## config.mk

```make
export PLATFORM = sky130hd
export DESIGN_NAME = scs_clock_select
export DESIGN_NICKNAME = d
export VERILOG_FILES = /design/src/scs_pkg.sv /design/src/scs_clock_select.sv /design/src/scs_div.sv
export SDC_FILE = /design/constraint.sdc
export NUM_CORES = 1
export LEC_CHECK = 0
export BUFFER_PORTS_ARGS = -buffer_cell sky130_fd_sc_hd__buf_2
export CORE_ASPECT_RATIO = 1.5
export CORE_MARGIN = 4
export CORE_UTILIZATION = 45
export CTS_CLUSTER_SIZE = 40
export DETAILED_ROUTE_END_ITERATION = 7
export PLACE_DENSITY = 0.69
export SYNTH_ARGS = -nofsm -noshare
export SYNTH_HDL_FRONTEND = slang
export SYNTH_SLANG_ARGS = --single-unit
```

## constraint.sdc

```tcl
create_clock -name clock -period 2.7 [get_ports clock]
set_input_delay 0.135 -clock clock [delete_from_list [all_inputs] [get_ports clock]]
set_output_delay 0.135 -clock clock [all_outputs]
set_load 0.01 [all_outputs]
```

## src/scs_pkg.sv

```systemverilog
/*
 * Shared constants for the core clock source selector: special function
 * register addresses, field positions, reset values and source codes.
 * Assumes nothing of its surroundings; imported by every design file.
 */
package scs_pkg;
    // register addresses on the special function register port
    localparam logic [7:0] SCS_ADDR_CLOCK_SOURCE_SELECT_REG = 8'h97;
    localparam logic [7:0] SCS_ADDR_OSCCTL = 8'h8A;
    // reset values
    localparam logic [7:0] SCS_CLOCK_SOURCE_SELECT_REG_RESET = 8'h00;
    localparam logic [7:0] SCS_OSCCTL_RESET = 8'hC0;
    localparam logic [7:0] SCS_RDATA_IDLE = 8'h00;
    // internal oscillator control field positions
    localparam int SCS_OSC_EN_BIT = 7;
    localparam int SCS_OSC_RDY_BIT = 6;
    localparam int SCS_OSC_DIV_LSB = 0;
    // source select register field positions
    localparam int SCS_SEL_LSB = 0;
    localparam int SCS_OUTDIV_LSB = 4;
    // source select codes
    localparam logic [1:0] SCS_CODE_INT = 2'h0;
    localparam logic [1:0] SCS_CODE_EXT = 2'h1;
    localparam logic [1:0] SCS_CODE_PLL = 2'h2;
    localparam logic [1:0] SCS_CODE_RSVD = 2'h3;
    // largest divide shift (divide by 8)
    localparam logic [1:0] SCS_SHIFT_MAX = 2'h3;
    typedef enum logic [1:0] {SCS_SRC_INT, SCS_SRC_EXT, SCS_SRC_PLL} scs_src_t;
endpackage : scs_pkg

```

## src/scs_clock_select.sv

```systemverilog
/*
 * Core clock source selector: internal oscillator enable and prescale,
 * glitch-free choice among internal, external and PLL sources, divided
 * clock for a port pin, and ready / valid / lock status.
 * Assumes oscillator levels arrive synchronous to clock and toggle well
 * below half its rate; registers are reached on a plain register port.
 */
`timescale 1ns/1ns
`default_nettype none
// Functional notes
// - one write to oscillator control enables the internal oscillator and sets its prescale; selection is in the source register.
// - oscillator control bit 6 reads 1 only while internal oscillator runs settled.
// - source field 00 internal, 01 external, 10 PLL, 11 reserved.
// - external oscillator stays available to peripherals whatever the core source.
// - source switches on the fly, only to an enabled and settled source.
// - crystal valid rises once the external oscillator has settled.
// - PLL locked flag rises once the PLL holds the correct frequency.
// - after any reset the internal oscillator drives the core clock.
module scs_clock_select
    import scs_pkg::*;
#(
    parameter int INT_SETTLE_EDGES = 8, // internal oscillator edges to ready
    parameter int XTAL_SETTLE_EDGES = 16 // external oscillator edges to valid
) (
    input wire logic clock, // block clock, 25 MHz
    input wire logic reset, // synchronous, active high
    input wire logic [7:0] sfr_addr, // register address
    input wire logic [7:0] sfr_wdata, // write data
    input wire logic sfr_write, // write strobe, one cycle
    output logic [7:0] sfr_rdata, // read data, one cycle after address
    input wire logic int_osc_in, // internal oscillator level
    input wire logic ext_osc_in, // external oscillator level
    input wire logic ext_osc_enable, // external circuit enabled
    input wire logic pll_clk_in, // PLL output level
    input wire logic pll_lock_in, // PLL lock detector
    output logic core_clock, // selected core clock
    output logic clock_out, // divided core clock for port pin
    output logic ext_periph_clock, // external clock for peripherals
    output logic int_osc_enable, // internal oscillator enable
    output logic crystal_valid, // external oscillator settled
    output logic pll_locked // PLL lock flag
);
    initial begin
        if (INT_SETTLE_EDGES < 1 || INT_SETTLE_EDGES > 255 ||
            XTAL_SETTLE_EDGES < 1 || XTAL_SETTLE_EDGES > 255) begin
            $error("settle edge counts must lie in 1..255");
        end
    end

    localparam logic [7:0] INT_SETTLE = INT_SETTLE_EDGES[7:0];
    localparam logic [7:0] XTAL_SETTLE = XTAL_SETTLE_EDGES[7:0];

    logic [1:0] int_osc_divide_reg;
    logic [1:0] core_clock_source_reg;
    logic [1:0] clock_out_divide_reg;
    logic int_osc_ready_reg;
    logic [7:0] int_cnt_reg;
    logic [7:0] xtal_cnt_reg;
    logic int_prev_reg;
    logic ext_prev_reg;
    logic int_gate_reg;
    scs_src_t target_src_reg;
    scs_src_t active_src_reg;
    scs_src_t active_next;
    logic int_div_level;
    logic clk_out_level;
    logic target_level;
    logic target_ready;
    logic wr_osc;
    logic wr_sel;

    assign wr_osc = sfr_write && (sfr_addr == SCS_ADDR_OSCCTL);
    assign wr_sel = sfr_write && (sfr_addr == SCS_ADDR_CLOCK_SOURCE_SELECT_REG);

    // internal oscillator control register
    always_ff @(posedge clock) begin
        if (reset) begin
            int_osc_enable <= SCS_OSCCTL_RESET[SCS_OSC_EN_BIT];
            int_osc_divide_reg <= SCS_OSCCTL_RESET[SCS_OSC_DIV_LSB +: 2];
        end else if (wr_osc) begin
            int_osc_enable <= sfr_wdata[SCS_OSC_EN_BIT];
            int_osc_divide_reg <= sfr_wdata[SCS_OSC_DIV_LSB +: 2];
        end
    end

    // enable reaches the prescaler only while the oscillator level is low,
    // so turning it on or off mid-high cannot cut a short pulse
    always_ff @(posedge clock) begin
        if (reset) begin
            int_gate_reg <= SCS_OSCCTL_RESET[SCS_OSC_EN_BIT];
        end else if (!int_osc_in) begin
            int_gate_reg <= int_osc_enable;
        end
    end

    // source select register; reserved code kept readable but not acted on
    always_ff @(posedge clock) begin
        if (reset) begin
            core_clock_source_reg <= SCS_CLOCK_SOURCE_SELECT_REG_RESET[SCS_SEL_LSB +: 2];
            clock_out_divide_reg <= SCS_CLOCK_SOURCE_SELECT_REG_RESET[SCS_OUTDIV_LSB +: 2];
            target_src_reg <= SCS_SRC_INT;
        end else if (wr_sel) begin
            core_clock_source_reg <= sfr_wdata[SCS_SEL_LSB +: 2];
            clock_out_divide_reg <= sfr_wdata[SCS_OUTDIV_LSB +: 2];
            case (sfr_wdata[SCS_SEL_LSB +: 2])
                SCS_CODE_INT: target_src_reg <= SCS_SRC_INT;
                SCS_CODE_EXT: target_src_reg <= SCS_SRC_EXT;
                SCS_CODE_PLL: target_src_reg <= SCS_SRC_PLL;
                default: target_src_reg <= target_src_reg;
            endcase
        end
    end

    // internal oscillator settle count; oscillator assumed running at reset
    always_ff @(posedge clock) begin
        if (reset) begin
            int_prev_reg <= 1'b0;
            int_cnt_reg <= INT_SETTLE;
            int_osc_ready_reg <= 1'b1;
        end else begin
            int_prev_reg <= int_osc_in;
            if (!int_osc_enable) begin
                int_cnt_reg <= 8'h00;
                int_osc_ready_reg <= 1'b0;
            end else if (int_cnt_reg == INT_SETTLE) begin
                int_osc_ready_reg <= 1'b1;
            end else if (int_osc_in && !int_prev_reg) begin
                int_cnt_reg <= int_cnt_reg + 8'h01;
            end
        end
    end

    // crystal valid after enough external edges; restarts when disabled
    always_ff @(posedge clock) begin
        if (reset) begin
            ext_prev_reg <= 1'b0;
            xtal_cnt_reg <= 8'h00;
            crystal_valid <= 1'b0;
        end else begin
            ext_prev_reg <= ext_osc_in;
            if (!ext_osc_enable) begin
                xtal_cnt_reg <= 8'h00;
                crystal_valid <= 1'b0;
            end else if (xtal_cnt_reg == XTAL_SETTLE) begin
                crystal_valid <= 1'b1;
            end else if (ext_osc_in && !ext_prev_reg) begin
                xtal_cnt_reg <= xtal_cnt_reg + 8'h01;
            end
        end
    end

    // lock flag and peripheral clock copy
    always_ff @(posedge clock) begin
        if (reset) begin
            pll_locked <= 1'b0;
            ext_periph_clock <= 1'b0;
        end else begin
            pll_locked <= pll_lock_in;
            ext_periph_clock <= ext_osc_in;
        end
    end

    // internal prescaler: code 00 is the slowest, hence the inverted shift
    scs_div u_int_div (
        .clock(clock),
        .reset(reset),
        .src_level(int_osc_in && int_gate_reg),
        .shift(SCS_SHIFT_MAX - int_osc_divide_reg),
        .div_out(int_div_level)
    );

    // target level and readiness
    always_comb begin
        case (target_src_reg)
            SCS_SRC_EXT: begin
                target_level = ext_osc_in;
                target_ready = crystal_valid;
            end
            SCS_SRC_PLL: begin
                target_level = pll_clk_in;
                target_ready = pll_locked;
            end
            default: begin
                target_level = int_div_level;
                target_ready = int_osc_ready_reg;
            end
        endcase
    end

    // switch only while old output and new source are both low
    always_comb begin
        active_next = active_src_reg;
        if (target_src_reg != active_src_reg && !core_clock && !target_level
            && target_ready) begin
            active_next = target_src_reg;
        end
    end

    always_ff @(posedge clock) begin
        if (reset) begin
            active_src_reg <= SCS_SRC_INT;
            core_clock <= 1'b0;
        end else begin
            active_src_reg <= active_next;
            case (active_next)
                SCS_SRC_EXT: core_clock <= ext_osc_in;
                SCS_SRC_PLL: core_clock <= pll_clk_in;
                default: core_clock <= int_div_level;
            endcase
        end
    end

    // port pin clock divider
    scs_div u_out_div (
        .clock(clock),
        .reset(reset),
        .src_level(core_clock),
        .shift(clock_out_divide_reg),
        .div_out(clk_out_level)
    );

    always_ff @(posedge clock) begin
        if (reset) begin
            clock_out <= 1'b0;
        end else begin
            clock_out <= clk_out_level;
        end
    end

    // registered read port; unmapped addresses read zero
    always_ff @(posedge clock) begin
        if (reset) begin
            sfr_rdata <= SCS_RDATA_IDLE;
        end else if (sfr_addr == SCS_ADDR_OSCCTL) begin
            sfr_rdata <= {int_osc_enable, int_osc_ready_reg, 4'h0, int_osc_divide_reg};
        end else if (sfr_addr == SCS_ADDR_CLOCK_SOURCE_SELECT_REG) begin
            sfr_rdata <= {2'h0, clock_out_divide_reg, 2'h0, core_clock_source_reg};
        end else begin
            sfr_rdata <= SCS_RDATA_IDLE;
        end
    end

    AST_ENABLE_WRITE: assert property (@(posedge clock) disable iff (reset)
        wr_osc |=> int_osc_enable == $past(sfr_wdata[SCS_OSC_EN_BIT]))
        else $error("enable bit did not follow write");
    AST_READY_OFF: assert property (@(posedge clock) disable iff (reset)
        !int_osc_enable |=> !int_osc_ready_reg)
        else $error("ready set while oscillator disabled");
    AST_RESERVED_KEEP: assert property (@(posedge clock) disable iff (reset)
        (wr_sel && sfr_wdata[SCS_SEL_LSB +: 2] == SCS_CODE_RSVD) |=> $stable(target_src_reg))
        else $error("reserved code changed the source");
    AST_SWITCH_LOW: assert property (@(posedge clock) disable iff (reset)
        (active_src_reg != $past(active_src_reg)) |-> $past(!core_clock))
        else $error("switch while core clock high");
    AST_SWITCH_SETTLED: assert property (@(posedge clock) disable iff (reset)
        (active_src_reg != $past(active_src_reg) && active_src_reg == SCS_SRC_EXT)
        |-> $past(crystal_valid))
        else $error("switched to unsettled external source");
    AST_RESET_INT: assert property (@(posedge clock)
        reset |=> active_src_reg == SCS_SRC_INT && target_src_reg == SCS_SRC_INT)
        else $error("reset did not select internal source");
    AST_XTAL_DROP: assert property (@(posedge clock) disable iff (reset)
        !ext_osc_enable ##1 ext_osc_enable [*2] |-> !crystal_valid)
        else $error("crystal valid without settle time");
    AST_PERIPH_CLK: assert property (@(posedge clock) disable iff (reset)
        !$past(reset) |-> ext_periph_clock == $past(ext_osc_in))
        else $error("peripheral clock lost external source");
    AST_PLL_LOCK: assert property (@(posedge clock) disable iff (reset)
        $rose(pll_lock_in) |=> pll_locked)
        else $error("lock flag missed");
endmodule : scs_clock_select
`default_nettype wire

```

## src/scs_div.sv

```systemverilog
/*
 * Power-of-two divider for a slowly toggling clock level that is sampled
 * on the fast block clock. Output is the source divided by 2**shift; a
 * new ratio is taken only while output and new tap are both low.
 * Assumes the source level is synchronous to clock and toggles slower
 * than half the clock rate.
 */
`timescale 1ns/1ns
`default_nettype none
module scs_div
    import scs_pkg::*;
(
    input wire logic clock, // block clock
    input wire logic reset, // synchronous, active high
    input wire logic src_level, // source clock level
    input wire logic [1:0] shift, // 0: /1, 1: /2, 2: /4, 3: /8
    output logic div_out // divided level, registered
);
    logic prev_reg;
    logic [2:0] count_reg;
    logic [1:0] shift_reg;
    logic [3:0] taps;
    logic adopt;
    logic div_next;

    // count rising edges of the source
    always_ff @(posedge clock) begin
        if (reset) begin
            prev_reg <= 1'b0;
            count_reg <= 3'h0;
        end else begin
            prev_reg <= src_level;
            if (src_level && !prev_reg) begin
                count_reg <= count_reg + 3'h1;
            end
        end
    end

    // tap 0 is the source itself, then the counter bits for /2, /4, /8
    assign taps = {count_reg, src_level};
    // switching taps at once could cut a one-cycle pulse, so the new ratio
    // waits until the output has been low a cycle and the new tap is low
    assign adopt = (shift != shift_reg) && !div_out && !taps[shift];
    assign div_next = adopt ? 1'b0 : taps[shift_reg];

    always_ff @(posedge clock) begin
        if (reset) begin
            shift_reg <= shift;
            div_out <= 1'b0;
        end else begin
            if (adopt) begin
                shift_reg <= shift;
            end
            div_out <= div_next;
        end
    end
endmodule : scs_div
`default_nettype wire

```

# --- Word level (Yosys, flattened, before mapping) ---
# Cells that the tools add are included.
word_totals:
  output_inout_bits: 14
  in_bits: 24
  elab_cells: 120
  reg_bits: 57
op_classes:
  n_eq_ne: 16
  addsub: 5
  n_reduce_logical: 38
  n_mux: 24
  bitwise_logic: 5
  order_cmp: 4
op_table:
  columns: ["op", "count"]
  rows:
  - ["8-bit by 1-bit adder with 8-bit output, second input constant", 2]
  - ["8-bit == test, second input constant", 2]
  - ["1-bit logical AND", 14]
  - ["2-bit by 3-bit less-than comparator with 1-bit output, second input constant", 4]
  - ["4-bit 2-to-1 mux", 3]
  - ["1-bit logical NOT", 10]
  - ["2-bit 2-to-1 mux", 5]
  - ["2-bit OR reduction", 5]
  - ["1-bit binary-select mux with 2-bit select", 4]
  - ["8-bit by 4-bit == test with 1-bit output, second input constant", 1]
  - ["8-bit by 5-bit == test with 1-bit output, second input constant", 1]
  - ["8-bit 2-to-1 mux", 1]
  - ["2-bit AND reduction", 4]
  - ["3-bit by 1-bit adder with 3-bit output, second input constant", 2]
  - ["2-bit by 1-bit == test with 1-bit output, second input constant", 3]
  - ["2-bit == test, second input constant", 3]
  - ["1-bit 2-to-1 mux", 6]
  - ["6-bit 2-to-1 mux", 1]
  - ["2-bit inequality test", 3]
  - ["1-bit case mux with 2 select lines", 3]
  - ["2-bit case mux with 3 select lines", 1]
  - ["1-bit NOT", 5]
  - ["2-bit by 1-bit inequality test with 1-bit output, second input constant", 2]
  - ["2-bit nonzero test", 2]
  - ["5 further kinds", 5]

# --- Longest topological paths before layout ---
depth:
  ltp_word: 8
  depth_mapped: 9
  depth_no_buf: 9

# --- Cells and area by module ---
# From an unflattened synthesis, not the netlist that was laid out.
unflattened:
  cells_unflattened: 232
  area_unflattened_um2: 2427.3
modules_own_cells:
  columns: ["module", "cells_per_inst", "area_per_inst_um2", "seq_area_each_um2", "n_inst"]
  rows:
  - ["scs_clock_select", 184, 1786.7, 820.8, 1]
  - ["scs_div", 24, 320.3, 160.2, 2]

# --- Least setup slack after synthesis ---
# OpenSTA, ideal clock, no wires.
synth_timing:
  path_type: "register -> register"
  start: "register target_src_reg[0]"
  end: "register core_clock"
  stages_incl_launch_ff: 10
  setup_ns: 0.133
  path_buffers: 0
  synth_period_minus_slack_ns: 2.610
  setup_slack_ns: 0.090
  arrival_time_ns: 2.477
  t_required_ns: 2.567
  path_cell_list: "dfxtp_1 -> inv_1 -> ha_1 -> a221oi_1 -> a31oi_1 -> a2111oi_4 -> mux2_2 -> ha_1 -> a221oi_1 -> a211oi_1"
synth_via:
  elab_chain_cells: 8
  word_cells_on_any_way: 13
  cone_classes: "eq/ne (5); mux (4); reduce/logical (4)"
synth_lines:
  columns: ["element", "line_no", "source"]
  rows:
  - ["start, declared", "scs_clock_select.sv:62", "scs_src_t target_src_reg;"]
  - ["start signal, assigned", "scs_clock_select.sv:109", "default: target_src_reg <= target_src_reg;"]
  - ["2-bit == test or 2-bit by 1-bit == test with 1-bit output (tied branches)", "scs_clock_select.sv:174", "case (target_src_reg)"]
  - ["1-bit case mux with 2 select lines", "scs_clock_select.sv:174", null]
  - ["1-bit logical NOT", "scs_clock_select.sv:193", "if (target_src_reg != active_src_reg && !core_clock && !target_level"]
  - ["1-bit logical AND", "scs_clock_select.sv:193", null]
  - ["1-bit logical AND *", "scs_clock_select.sv:194", "&& target_ready) begin"]
  - ["2-bit 2-to-1 mux *", "scs_clock_select.sv:193", null]
  - ["via active_next[1]", "scs_clock_select.sv:64", "scs_src_t active_next;"]
  - ["2-bit == test or 2-bit by 1-bit == test with 1-bit output (tied branches)", "scs_clock_select.sv:205", "case (active_next)"]
  - ["1-bit case mux with 2 select lines *", "scs_clock_select.sv:205", null]
  - ["end signal, assigned", "scs_clock_select.sv:206", "SCS_SRC_EXT: core_clock <= ext_osc_in;"]
  - ["end signal, assigned", "scs_clock_select.sv:207", "SCS_SRC_PLL: core_clock <= pll_clk_in;"]
  - ["end signal, assigned", "scs_clock_select.sv:208", "default: core_clock <= int_div_level;"]
  - ["end, declared", "scs_clock_select.sv:36", "output logic core_clock,"]
# The timed path passes the listed nets; every way through them passes the cells marked *.
# A chain may end at the register's enable or synchronous reset.

# --- Worst setup path in the final report ---
# Same ends and word-level chain as after synthesis.

==> out/qor.yml <==
final_layout:
  n_antenna_cell: 0
  final_nets: 317
  drive_gt1_share_pct: 19.0
  area_growth_pct: 13.9
clocking:
  cts-root-buf: "clkbuf_8"
  cts_tree: "done"
  numCtsBuffers: 5
  cts_max_level: 2
  clkSinkCount: 55
  hold_buffers: 0
  clk_pin_slew_ns: 0.09
  clockBufferDepth: 2
  worstSkewPairLatency_ns: 0.31
run:
  cap_viol_max_count: 0
global_routing:
  grt_start_max_net_pins: 23
  antenna_found_initial: 0
  grt_pass1_vias: 1808
  grt.overflow.total: 0
  grt_pass1_wl_mm: 8.05
  gr-usage-all-layers_pct: 15.5
route:
  drt_iter0_markers: 70
  via_per_inst: 5.22
  top_layer_used: "met4"
  wire_per_inst_um: 13.8
  drt-pass1-iter-count: 4
  vias: 1838
  wl_mm: 4.85
  met1_length_mm: 2.00
  wl_met3_um: 205
  wl_met2_mm: 2.51
  drc_errors: 0
  ant_nets: 0
synth:
  synth-compound-area-share_pct: 7.69
  syn_inst: 244
  yosys.area_share.xor_xnor_pct: 8.50
  async_flop_share_pct: 0
  synth_top_area_cell: "dfxtp_1"
  ys_types: 43
  synthMuxAreaShare_pct: 10.2
  syn_area_sq_mm: 0.00247
  yosysWarnings: 0
  ys_seq_area_share_pct: 46.1
  synth_top_area_share_pct: 41.3
  synthSimpleGateAreaFrac_pct: 19.1
  synth_commonest_cells: "dfxtp_1 (51), nor2_1 (36), nand2_1 (15), inv_1 (14), mux2i_1 (14)"
  ys_ff_latch: 55
  ys_top_cells_by_area: "dfxtp_1 (41%), mux2i_1 (5.7%), nor2_1 (5.5%), ha_1 (5.1%), edfxtp_1 (4.9%)"
  syn_area_per_cell_sq_um: 10.1
  synthAdderAreaFrac_pct: 5.06
  synth_ff_type: "dfxtp_1"
  synth.most_common_cell: "dfxtp_1"
  synth_edf_count: 4
  synth_top_family_by_area: "simple AND/OR/NAND/NOR gates"
critical_path:
  slowest_stage: "a2111oi_4"
  cpPeakStageDelay_ns: 0.39
  setup.worst_path.class: "flip-flop to flip-flop"
  worstReg2RegStart: "target_src_reg[0]$_SDFFE_PP0P_"
  critPathLaunchType: "flip-flop"
  worstPathRequired_ns: 2.89
  arrival_ns: 2.70
  startpoint: "target_src_reg[0]$_SDFFE_PP0P_"
  cp-end-kind: "flip-flop"
  cp_max_fo: 5
  crit_chain: "buf_4 -> ha_1 -> a221oi_1 -> a31oi_1 -> a2111oi_4 -> mux2_2 -> ha_1 -> a221oi_1 -> a211oi_1"
sta:
  worst_hold_slack_ns: 0.0372
  tightest_slew_ns: 0.522
  skew_ns: 0.00763
  final-hold-violation-count: 0
  fmax_ghz: 0.399
  min_period_ns: 2.51
  drv_slew: 0
  period_share_pct: 92.9
  tns_ns: 0
  worst_slack_ns: 0.193
  setup_violations: 0
  max_slew_margin_pct: 64.7
  rsz0062_at_grt: "no"
power_and_ir_drop:
  ir_drop_mv: 0.302
  leakage_nw: 1.18
  p_per_area_mw_per_mm2: 486
floorplanning:
  start_util_pct: 47.2
  core-area_sq_mm: 0.00525
  io_pins: 38
  die_y_um: 98.8
  die_area_sq_mm: 0.00677
  die_w_um: 68.5
  placementRows: 32
place:
  pre_cts_slack_ns: 0.127
  port_buffers: 32
  gp_congestion: 0.868
  dpl.hpwl_mm: 3.75
run_status:
  status: "finished clean"
min_path:
  hp-start: "sfr_wdata[7]"
  hp-class: "primary input to flip-flop"
-- logic make-up after synthesis --
kind of cell / Yosys count
DFF: 55
and+or+nand+nor: 93
AOI/OAI and AO/OA: 22
other: 1
xor gates and xnor gates: 24
buffers and inverters: 19
muxes: 20
adders and majority gates: 10
-- final cells by class --
class | count | area, sq um
clock buffers | 7 | 86.3
clock inverters | 1 | 3.75
fillers | 479 | 2430
inverters | 14 | 52.6
multi-input cells | 171 | 1260
flip-flops and latches | 55 | 1140
well taps | 68 | 85.1
repair buffers | 36 | 190
-- what timing repair did --
action	4_1_cts	5_1_grt
setup buffers	0	0
endpoints found under the setup margin	0	1
gates resized for setup	0	1
endpoints found under the hold margin	0	0
-- layer usage --
metal  vias to the layer above  global-route usage [%]
met5                         -                       0
met4                         0                    7.04
met3                        13                    3.19
met2                        36                    25.9
met1                       872                    18.3
li1                        917                       -
-- metrics by stage --
stage | power [mW] | util [%] | instance area, sq um | instances
after floorplan | 0.899 | - | 2480 | 245
after global placement | 0.930 | 52.0 | 2730 | 344
after detailed placement | 0.932 | 52.0 | 2730 | 344
after CTS | 1.39 | 53.7 | 2820 | 352
after global routing | 1.43 | 53.7 | 2820 | 352
final | 1.37 | 53.7 | 2820 | 352
-- where the power goes --
part	switching (mW)	internal, mW	total, mW
registers	0.00845	0.830	0.839
logic	0.0412	0.0319	0.0731
clock network	0.250	0.206	0.456
-- worst max-delay path: cells and delay by family, from the launching register on --
kind	cells	cell delay, ns
fa+ha+maj	2	0.49
mux	1	0.38
flops	1	0.33
compound gates	5	1.05
buf+inv	1	0.15
-- path summary, 6_finish.rpt --
check,endpoint,slack (ns),cells past startpoint
setup / recovery,core_clock$_SDFF_PP0_,0.19,9
hold / removal,int_osc_enable$_SDFFE_PP1P_,0.04,3
setup reg to reg,core_clock$_SDFF_PP0_,0.19,9
hold reg to reg,clock_out$_SDFF_PP0_,0.47,1
-- layout by cell type, fill, tap and decap left out, types with 6 or more instances in the layout --
cell      count
clkbuf_8      6
buf_2        32
and2_1        7
xor2_1       12
dfxtp_1      50
xnor2_1      12
ha_1         10
mux2i_1      14
nor2b_1       8
nand2_1      15
inv_1        14
nor2_1       36
nand4_1       6
No activity file was read; power rests on OpenSTA's default activity.
